==> src/sipc_pkg.sv <==
// sipc_pkg.sv: constants and types of the system instruction privilege check
package sipc_pkg;
   // instruction classes presented by the decoder
   typedef enum logic [4:0] {
      SIPC_OP_NONE,
      SIPC_OP_SHADOW_BUSY_SET,
      SIPC_OP_SHADOW_RESTORE,
      SIPC_OP_SHADOW_SAVE_PREV,
      SIPC_OP_SHADOW_WRITE,
      SIPC_OP_USER_SHADOW_WRITE,
      SIPC_OP_GLOBAL_TABLE_STORE,
      SIPC_OP_INTR_TABLE_STORE,
      SIPC_OP_LOCAL_TABLE_STORE,
      SIPC_OP_TASK_REG_STORE,
      SIPC_OP_MACHINE_STATUS_STORE,
      SIPC_OP_ALIGN_CHECK_SET,
      SIPC_OP_INTR_FLAG_SET,
      SIPC_OP_GLOBAL_INTR_FLAG_SET,
      SIPC_OP_KERNEL_BASE_SWAP,
      SIPC_OP_VM_STATE_LOAD,
      SIPC_OP_VM_STATE_SAVE,
      SIPC_OP_HYPERVISOR_CALL,
      SIPC_OP_VM_RUN,
      SIPC_OP_CACHE_FLUSH_INVAL,
      SIPC_OP_CACHE_FLUSH_KEEP,
      SIPC_OP_MODEL_REG_WRITE,
      SIPC_OP_AUX_BASE_ONE_WRITE,
      SIPC_OP_AUX_BASE_TWO_WRITE,
      SIPC_OP_SEG_READ_VERIFY,
      SIPC_OP_SEG_WRITE_VERIFY,
      SIPC_OP_SECURE_LAUNCH,
      SIPC_OP_CTRL_REG_FOUR_WRITE,
      SIPC_OP_FEATURE_IDENT
   } sipc_op_t;

   // privilege class of one instruction
   typedef enum logic [1:0] {
      SIPC_PRIV_ANY,
      SIPC_PRIV_ZERO,
      SIPC_PRIV_OS
   } sipc_priv_t;

   localparam int SIPC_PL_W = 2;                    // privilege level width
   localparam logic [1:0] SIPC_PL_ZERO = 2'h0;      // most privileged level
   localparam int SIPC_DATA_W = 32;                 // result / operand width
   localparam int SIPC_RESTRICT_BIT = 11;           // restriction enable bit in ctrl reg four
   localparam int SIPC_FEAT_RESTRICT_BIT = 2;       // presence bit in third result register
   localparam logic [31:0] SIPC_FEAT_LEAF = 32'h0000_0007; // feature leaf seven
   localparam logic [15:0] SIPC_FAULT_CODE = 16'h0000;     // error code of the fault
   localparam logic [31:0] SIPC_CR4_RESET = 32'h0000_0000; // ctrl reg four reset value
endpackage

==> src/sipc_top.sv <==
// sipc_top.sv: privilege check stage for decoded system instructions
`timescale 1ns/1ps
`default_nettype none
module sipc_top #(
   parameter bit FEATURE_PRESENT = 1'b1,         // restriction feature implemented
   parameter bit OS_ALIGN_ZERO = 1'b1,           // alignment-check set confined to zero
   parameter bit OS_INTR_FLAG_ZERO = 1'b0        // interrupt-flag set confined to zero
) (
   // clock and reset
   input wire logic clk_i,
   input wire logic rst_i,
   // decoded instruction in
   input wire logic insn_valid_i,
   input wire sipc_pkg::sipc_op_t insn_op_i,
   input wire logic [sipc_pkg::SIPC_PL_W-1:0] current_privilege_level_i,
   input wire logic [sipc_pkg::SIPC_DATA_W-1:0] insn_operand_i,
   // checked instruction out
   output logic issue_valid_o,
   output sipc_pkg::sipc_op_t issue_op_o,
   output logic general_protection_fault_o,
   output logic [15:0] fault_code_o,
   // feature identification result
   output logic feat_valid_o,
   output logic [sipc_pkg::SIPC_DATA_W-1:0] third_result_register_o,
   // mode state
   output logic user_insn_restriction_mode_o,
   output logic [sipc_pkg::SIPC_DATA_W-1:0] control_register_four_o
);
   import sipc_pkg::*;

   // ------------------------------------------------------------
   // state
   // ------------------------------------------------------------
   typedef struct packed {
      logic issue;                 // instruction passes this cycle
      sipc_op_t op;                // passed instruction
      logic fault;                 // fault pulse
      logic [15:0] code;           // fault error code
      logic feat_valid;            // identification answer pulse
      logic [SIPC_DATA_W-1:0] feat; // third result register value
      logic [SIPC_DATA_W-1:0] cr4;  // control register four
   } sipc_state_t;

   sipc_state_t state_reg;       // registered state
   sipc_state_t state_next;      // next state
   sipc_priv_t fixed_priv;       // table class of the instruction
   logic need_zero;              // instruction needs level zero
   logic is_restricted_store;    // one of the five stores
   logic above_zero;             // caller is not most privileged
   logic cr4_bad;                // illegal write of bit eleven

   // ------------------------------------------------------------
   // class lookup
   // ------------------------------------------------------------
   sipc_class u_class (
      .op_i(insn_op_i),
      .priv_o(fixed_priv)
   );

   // ------------------------------------------------------------
   // decision
   // ------------------------------------------------------------
   // os-controlled class resolves from restriction bit and tie-offs
   always_comb begin
      is_restricted_store = (insn_op_i == SIPC_OP_GLOBAL_TABLE_STORE) ||
         (insn_op_i == SIPC_OP_INTR_TABLE_STORE) ||
         (insn_op_i == SIPC_OP_LOCAL_TABLE_STORE) ||
         (insn_op_i == SIPC_OP_MACHINE_STATUS_STORE) ||
         (insn_op_i == SIPC_OP_TASK_REG_STORE);
      above_zero = (current_privilege_level_i != SIPC_PL_ZERO);
      need_zero = 1'b0;
      case (fixed_priv)
         SIPC_PRIV_ZERO: need_zero = 1'b1;
         SIPC_PRIV_OS: begin
            // the os setting decides, not the table
            if (is_restricted_store) begin
               need_zero = state_reg.cr4[SIPC_RESTRICT_BIT];
            end else if (insn_op_i == SIPC_OP_ALIGN_CHECK_SET) begin
               need_zero = OS_ALIGN_ZERO;
            end else begin
               need_zero = OS_INTR_FLAG_ZERO;
            end
         end
         default: need_zero = 1'b0;
      endcase
      // a privileged write of bit eleven without the feature faults too
      cr4_bad = (insn_op_i == SIPC_OP_CTRL_REG_FOUR_WRITE) && !FEATURE_PRESENT &&
         insn_operand_i[SIPC_RESTRICT_BIT];
   end

   // next-state assembly; pulses drop unless refreshed
   always_comb begin
      state_next = state_reg;
      state_next.issue = 1'b0;
      state_next.fault = 1'b0;
      state_next.code = SIPC_FAULT_CODE;
      state_next.feat_valid = 1'b0;
      if (insn_valid_i) begin
         state_next.op = insn_op_i;
         if ((need_zero && above_zero) || cr4_bad) begin
            // suppressed instead of executed
            state_next.fault = 1'b1;
            state_next.code = SIPC_FAULT_CODE;
         end else begin
            state_next.issue = 1'b1;
            if (insn_op_i == SIPC_OP_CTRL_REG_FOUR_WRITE) begin
               state_next.cr4 = insn_operand_i;
            end
            if (insn_op_i == SIPC_OP_FEATURE_IDENT) begin
               state_next.feat_valid = 1'b1;
               state_next.feat = '0;
               if (insn_operand_i == SIPC_FEAT_LEAF) begin
                  state_next.feat[SIPC_FEAT_RESTRICT_BIT] = FEATURE_PRESENT;
               end
            end
         end
      end
   end

   // ------------------------------------------------------------
   // registers
   // ------------------------------------------------------------
   // single state register; reset loads constants only
   always_ff @(posedge clk_i or posedge rst_i) begin
      if (rst_i) begin
         state_reg <= '{issue: 1'b0, op: SIPC_OP_NONE, fault: 1'b0, code: SIPC_FAULT_CODE,
            feat_valid: 1'b0, feat: '0, cr4: SIPC_CR4_RESET};
      end else begin
         state_reg <= state_next;
      end
   end

   // outputs straight from the state flops
   assign issue_valid_o = state_reg.issue;
   assign issue_op_o = state_reg.op;
   assign general_protection_fault_o = state_reg.fault;
   assign fault_code_o = state_reg.code;
   assign feat_valid_o = state_reg.feat_valid;
   assign third_result_register_o = state_reg.feat;
   assign user_insn_restriction_mode_o = state_reg.cr4[SIPC_RESTRICT_BIT];
   assign control_register_four_o = state_reg.cr4;
endmodule
`default_nettype wire

==> src/sipc_class.sv <==
// sipc_class.sv: combinational privilege class lookup per instruction
`timescale 1ns/1ps
`default_nettype none
module sipc_class (
   // instruction in
   input wire sipc_pkg::sipc_op_t op_i,
   // class out
   output sipc_pkg::sipc_priv_t priv_o
);
   import sipc_pkg::*;

   // fixed table of needed privilege; os-controlled ones resolved upstream
   always_comb begin
      case (op_i)
         SIPC_OP_SHADOW_BUSY_SET: priv_o = SIPC_PRIV_ZERO;
         SIPC_OP_SHADOW_RESTORE,
         SIPC_OP_SHADOW_SAVE_PREV: priv_o = SIPC_PRIV_ANY;
         SIPC_OP_SHADOW_WRITE: priv_o = SIPC_PRIV_ANY;
         SIPC_OP_USER_SHADOW_WRITE: priv_o = SIPC_PRIV_ZERO;
         SIPC_OP_GLOBAL_TABLE_STORE,
         SIPC_OP_INTR_TABLE_STORE,
         SIPC_OP_LOCAL_TABLE_STORE,
         SIPC_OP_TASK_REG_STORE,
         SIPC_OP_MACHINE_STATUS_STORE,
         SIPC_OP_ALIGN_CHECK_SET,
         SIPC_OP_INTR_FLAG_SET: priv_o = SIPC_PRIV_OS;
         SIPC_OP_GLOBAL_INTR_FLAG_SET: priv_o = SIPC_PRIV_ZERO;
         SIPC_OP_KERNEL_BASE_SWAP: priv_o = SIPC_PRIV_ZERO;
         SIPC_OP_VM_STATE_LOAD,
         SIPC_OP_VM_STATE_SAVE,
         SIPC_OP_HYPERVISOR_CALL,
         SIPC_OP_VM_RUN: priv_o = SIPC_PRIV_ZERO;
         SIPC_OP_CACHE_FLUSH_INVAL,
         SIPC_OP_CACHE_FLUSH_KEEP,
         SIPC_OP_MODEL_REG_WRITE: priv_o = SIPC_PRIV_ZERO;
         SIPC_OP_AUX_BASE_ONE_WRITE,
         SIPC_OP_AUX_BASE_TWO_WRITE: priv_o = SIPC_PRIV_ANY;
         SIPC_OP_SEG_READ_VERIFY,
         SIPC_OP_SEG_WRITE_VERIFY: priv_o = SIPC_PRIV_ANY;
         SIPC_OP_SECURE_LAUNCH: priv_o = SIPC_PRIV_ZERO;
         // control register writes are privileged moves
         SIPC_OP_CTRL_REG_FOUR_WRITE: priv_o = SIPC_PRIV_ZERO;
         default: priv_o = SIPC_PRIV_ANY;
      endcase
   end
endmodule
`default_nettype wire

==> config.mk <==
export PLATFORM = sky130hd
export DESIGN_NAME = sipc_top
export DESIGN_NICKNAME = d
export VERILOG_FILES = /design/src/sipc_pkg.sv /design/src/sipc_top.sv /design/src/sipc_class.sv
export SDC_FILE = /design/constraint.sdc
export NUM_CORES = 1
export LEC_CHECK = 0
export ABC_AREA = 1
export BUFFER_PORTS_ARGS = -buffer_cell sky130_fd_sc_hd__buf_2
export CAP_MARGIN = 20
export CORE_MARGIN = 2
export CORE_UTILIZATION = 48
export DETAILED_ROUTE_END_ITERATION = 7
export PLACE_DENSITY = 0.88
export REMOVE_ABC_BUFFERS = 1
export SLEW_MARGIN = 10
export SYNTH_ARGS = -nofsm -noshare
export SYNTH_HDL_FRONTEND = slang
export SYNTH_SLANG_ARGS = --single-unit
==> constraint.sdc <==
create_clock -name clk_i -period 2.6 [get_ports clk_i]
set_input_delay 0.78 -clock clk_i [delete_from_list [all_inputs] [get_ports clk_i]]
set_output_delay 0.78 -clock clk_i [all_outputs]
set_load 0.02 [all_outputs]
==> key figures <==
Logic synthesis
  • Mapped Area: 0.002301 sq mm
  • Post-Syn Area per Cell: 8.459 sq um
  • Post-Synthesis Cells: 272
  • Syn. warnings: 0
  • Register area share after synthesis: 0.4459
  • Yosys cell types: 24
  • Yosys reg bits: 41

Timing
  • Fin. max-slew vios: 0
  • Final period utilization: 0.9181
  • Count of final hold-check violations: 0
  • Final count of negative-setup-slack endpoints: 0
  • Setup WS post-layout: 0.2129 ns
  • Clock skew: 0.006615 ns
  • Peak Freq: 418.9 MHz
  • RSZ-0062 raised after global routing: false
  • Min Tclk post-route: 2.387 ns

Setup path
  • CP startpoint kind: input pin
  • Critical path startpoint: insn_op_i[2]
  • FF-to-FF End: control_register_four_o[5]$_DFFE_PP0P_
  • WP data arrival: 2.59 ns
  • Worst r2r path cells: 10
  • CP required: 2.81 ns
  • Reg2reg setup slack: 1.13 ns
  • Worst path slowest cell: ha_1
  • Setup CP Type: in2reg
  • Worst Path Max Fanout: 45
  • Crit. End Element: flip-flop
  • Cell Chain, Critical Path: buf_2 > inv_1 > nor2_1 > a21oi_1 > a32oi_1 > inv_1 > ha_1 > nor2_1 > nand2_4 > nand2_8 > nand2_1 > o21ai_1
  • CP bufs+invs: 3
  • Worst path max stage delay: 0.29 ns
  • RR Startpoint: control_register_four_o[11]$_DFFE_PP0P_
  • Delay-heaviest family, CP: simple AND/OR/NAND/NOR gates

Clock network
  • Worst-path clk slew: 0.08 ns
  • Cts bufs inserted: 5
  • Clk_lat worst skew: 0.29 ns
  • Clock root buffer: clkbuf_8
  • CTS tree: built
  • Postcts setup bufs: 0
  • H-tree levels: 2
  • PostCTS Resize Cnt: 0
  • Post-CTS Hold Fix Bufs: 0
  • Clock Sink Count: 41
  • Clock Path Buffers: 2

Cells and area
  • Reg area: 0.001026 sq mm
  • Multi-input logic area: 915.9 sq um
  • Layout overhead on the synthesized area: 15.28%
  • # fillers: 431
  • Layout cells sized above 1: 0.3258
  • Ant. Diodes: 0
  • Final #Nets: 400

Floorplanning
  • Die Area: 0.005363 sq mm
  • CORE AREA: 0.004661 sq mm
  • IO Pins: 131
  • Die Y-Extent: 73.24 um
  • Chip width: 73.24 um
  • Num rows: 25
  • Initial Util: 0.4937

Run status
  • Status: finished, final reports clean

Flow run
  • Maxcap violations: 0

GRT
  • Remaining Overflow, GRT: 0
  • Wire length of the first global-routing pass: 7210 um
  • Initial antenna violation count: 0
  • Pin count of the biggest net entering global routing: 46
  • GRT Total Usage: 0.1749
  • Number of global-route vias before repair: 1639

Min path
  • Hold Crit Endpoint: control_register_four_o[16]$_DFFE_PP0P_
  • Cells on Worst Hold Path: 2
  • Hold Startpoint: control_register_four_o[16]$_DFFE_PP0P_
  • Hold Crit Class: reg2reg

Detailed routing
  • Wire per inst: 11.24 um
  • Avg Vias per Cell: 4.451
  • DRC viols: 0
  • Iteration-0 DRC count of the detailed router: 78
  • DRT antenna net count: 0
  • Via count: 1825
  • Detailed Route WL: 4607 um
  • DRT Pass-1 Iters: 4

Pwr
  • Total power: 1.835 mW
  • PD cells: 691.7 mW/mm^2
  • Maximum vdd drop: 0.3574 mV
  • Leak: 1.616 nW

Placed design
  • DP Wirelength: 3617 um
  • Number of port buffers: 83
  • GPL Wtd Cong: 0.8564
  • Post-placement worst setup slack: -0.08931 ns
==> layout make-up <==
| type | instances | area share |
|---|---|---|
| sequential | 41 | 0.3868 |
| inverter | 25 | 0.03538 |
| clock buffer | 5 | 0.02594 |
| timing repair buffer | 87 | 0.1679 |
| clock inverter | 2 | 0.01321 |
| tap | 54 | 0.02547 |
| multi-input combinational | 196 | 0.3453 |
==> registers in the layout, summed over array words and instances, names as in the netlist <==
signal	flops
issue_op_o	5
control_register_four_o	32
third_result_register_o	1
general_protection_fault_o	1
feat_valid_o	1
issue_valid_o	1
==> kinds of logic (layout without fill, tap and decap cells) <==
kind of cell	after synthesis	count (layout)	share of synthesized area
buffers and inverters	81	119	0.2311
AO/OA/AOI/OAI	18	18	0.05383
flip-flops	41	41	0.4459
AND/OR/NAND/NOR	129	129	0.2567
other	1	47	0.001630
adder cells (fa/ha/maj)	2	2	0.01087
==> worst max-delay path by stage <==
stage,to,slack [ns],cells past startpoint
after floorplan,control_register_four_o[3]$_DFFE_PP0P_,0.26,11
after global placement,control_register_four_o[4]$_DFFE_PP0P_,0.08,12
after detailed placement,control_register_four_o[5]$_DFFE_PP0P_,-0.09,12
after CTS,control_register_four_o[5]$_DFFE_PP0P_,0.21,12
after global routing,control_register_four_o[8]$_DFFE_PP0P_,0.09,12
final,control_register_four_o[5]$_DFFE_PP0P_,0.21,12
==> metal layers <==
metal  track usage  up-vias  wire length, um
met5             0        -                0
met4       0.07613        0              117
met3       0.04420       11              294
met2        0.2903       76             2274
met1        0.2143      821             1920
li1              -      917                -
==> layout by cell type (no fill, tap or decap), types with 2 or more instances in the layout <==
cell type,instances
a21oi_1,2
buf_2,83
buf_4,4
clkbuf_8,5
conb_1,47
dfrtp_1,41
ha_1,2
inv_1,23
nand2_1,67
nand2_2,9
nand3_1,26
nand4_1,3
nor2_1,19
o21ai_0,2
o21ai_1,5
o21ai_2,8
==> report_power, final <==
part	internal, mW	leakage (nW)	switching, mW
logic	0.169	1.03	0.370
clock network	0.279	0.0540	0.209
registers	0.744	0.532	0.0640
==> Yosys cell counts, drive strengths merged <==
cell	count	area (sq um)
nand3	26	130.1
nor2	20	82.58
inv	25	93.84
nand2	78	339.1
conb	1	3.750
a32oi	1	8.760
o21ai	15	105.1
ha	2	25.02
a21oi	2	10.01
dfrtp	41	1026
nand4	4	31.28
buf	56	437.9
nand3b	1	7.510
==> per-stage QoR <==
stage	setup TNS [ns]	instance area, sq um	hold WS (ns)	utilization	instances
after floorplan	0	2036	0.5783	-	262
after global placement	0	2549	0.4501	0.5468	403
after detailed placement	-1.367	2549	0.4532	0.5468	403
after CTS	0	2653	0.4737	0.5691	410
after global routing	0	2653	0.4970	0.5691	410
final	0	2653	0.4700	0.5691	410
==> worst min-delay path, cell delays in order (launching register included) <==
cell     delay, ns
dfrtp_1       0.35
nand2_1       0.05
nand2_1       0.04
No activity file was read; power rests on OpenSTA's default activity.
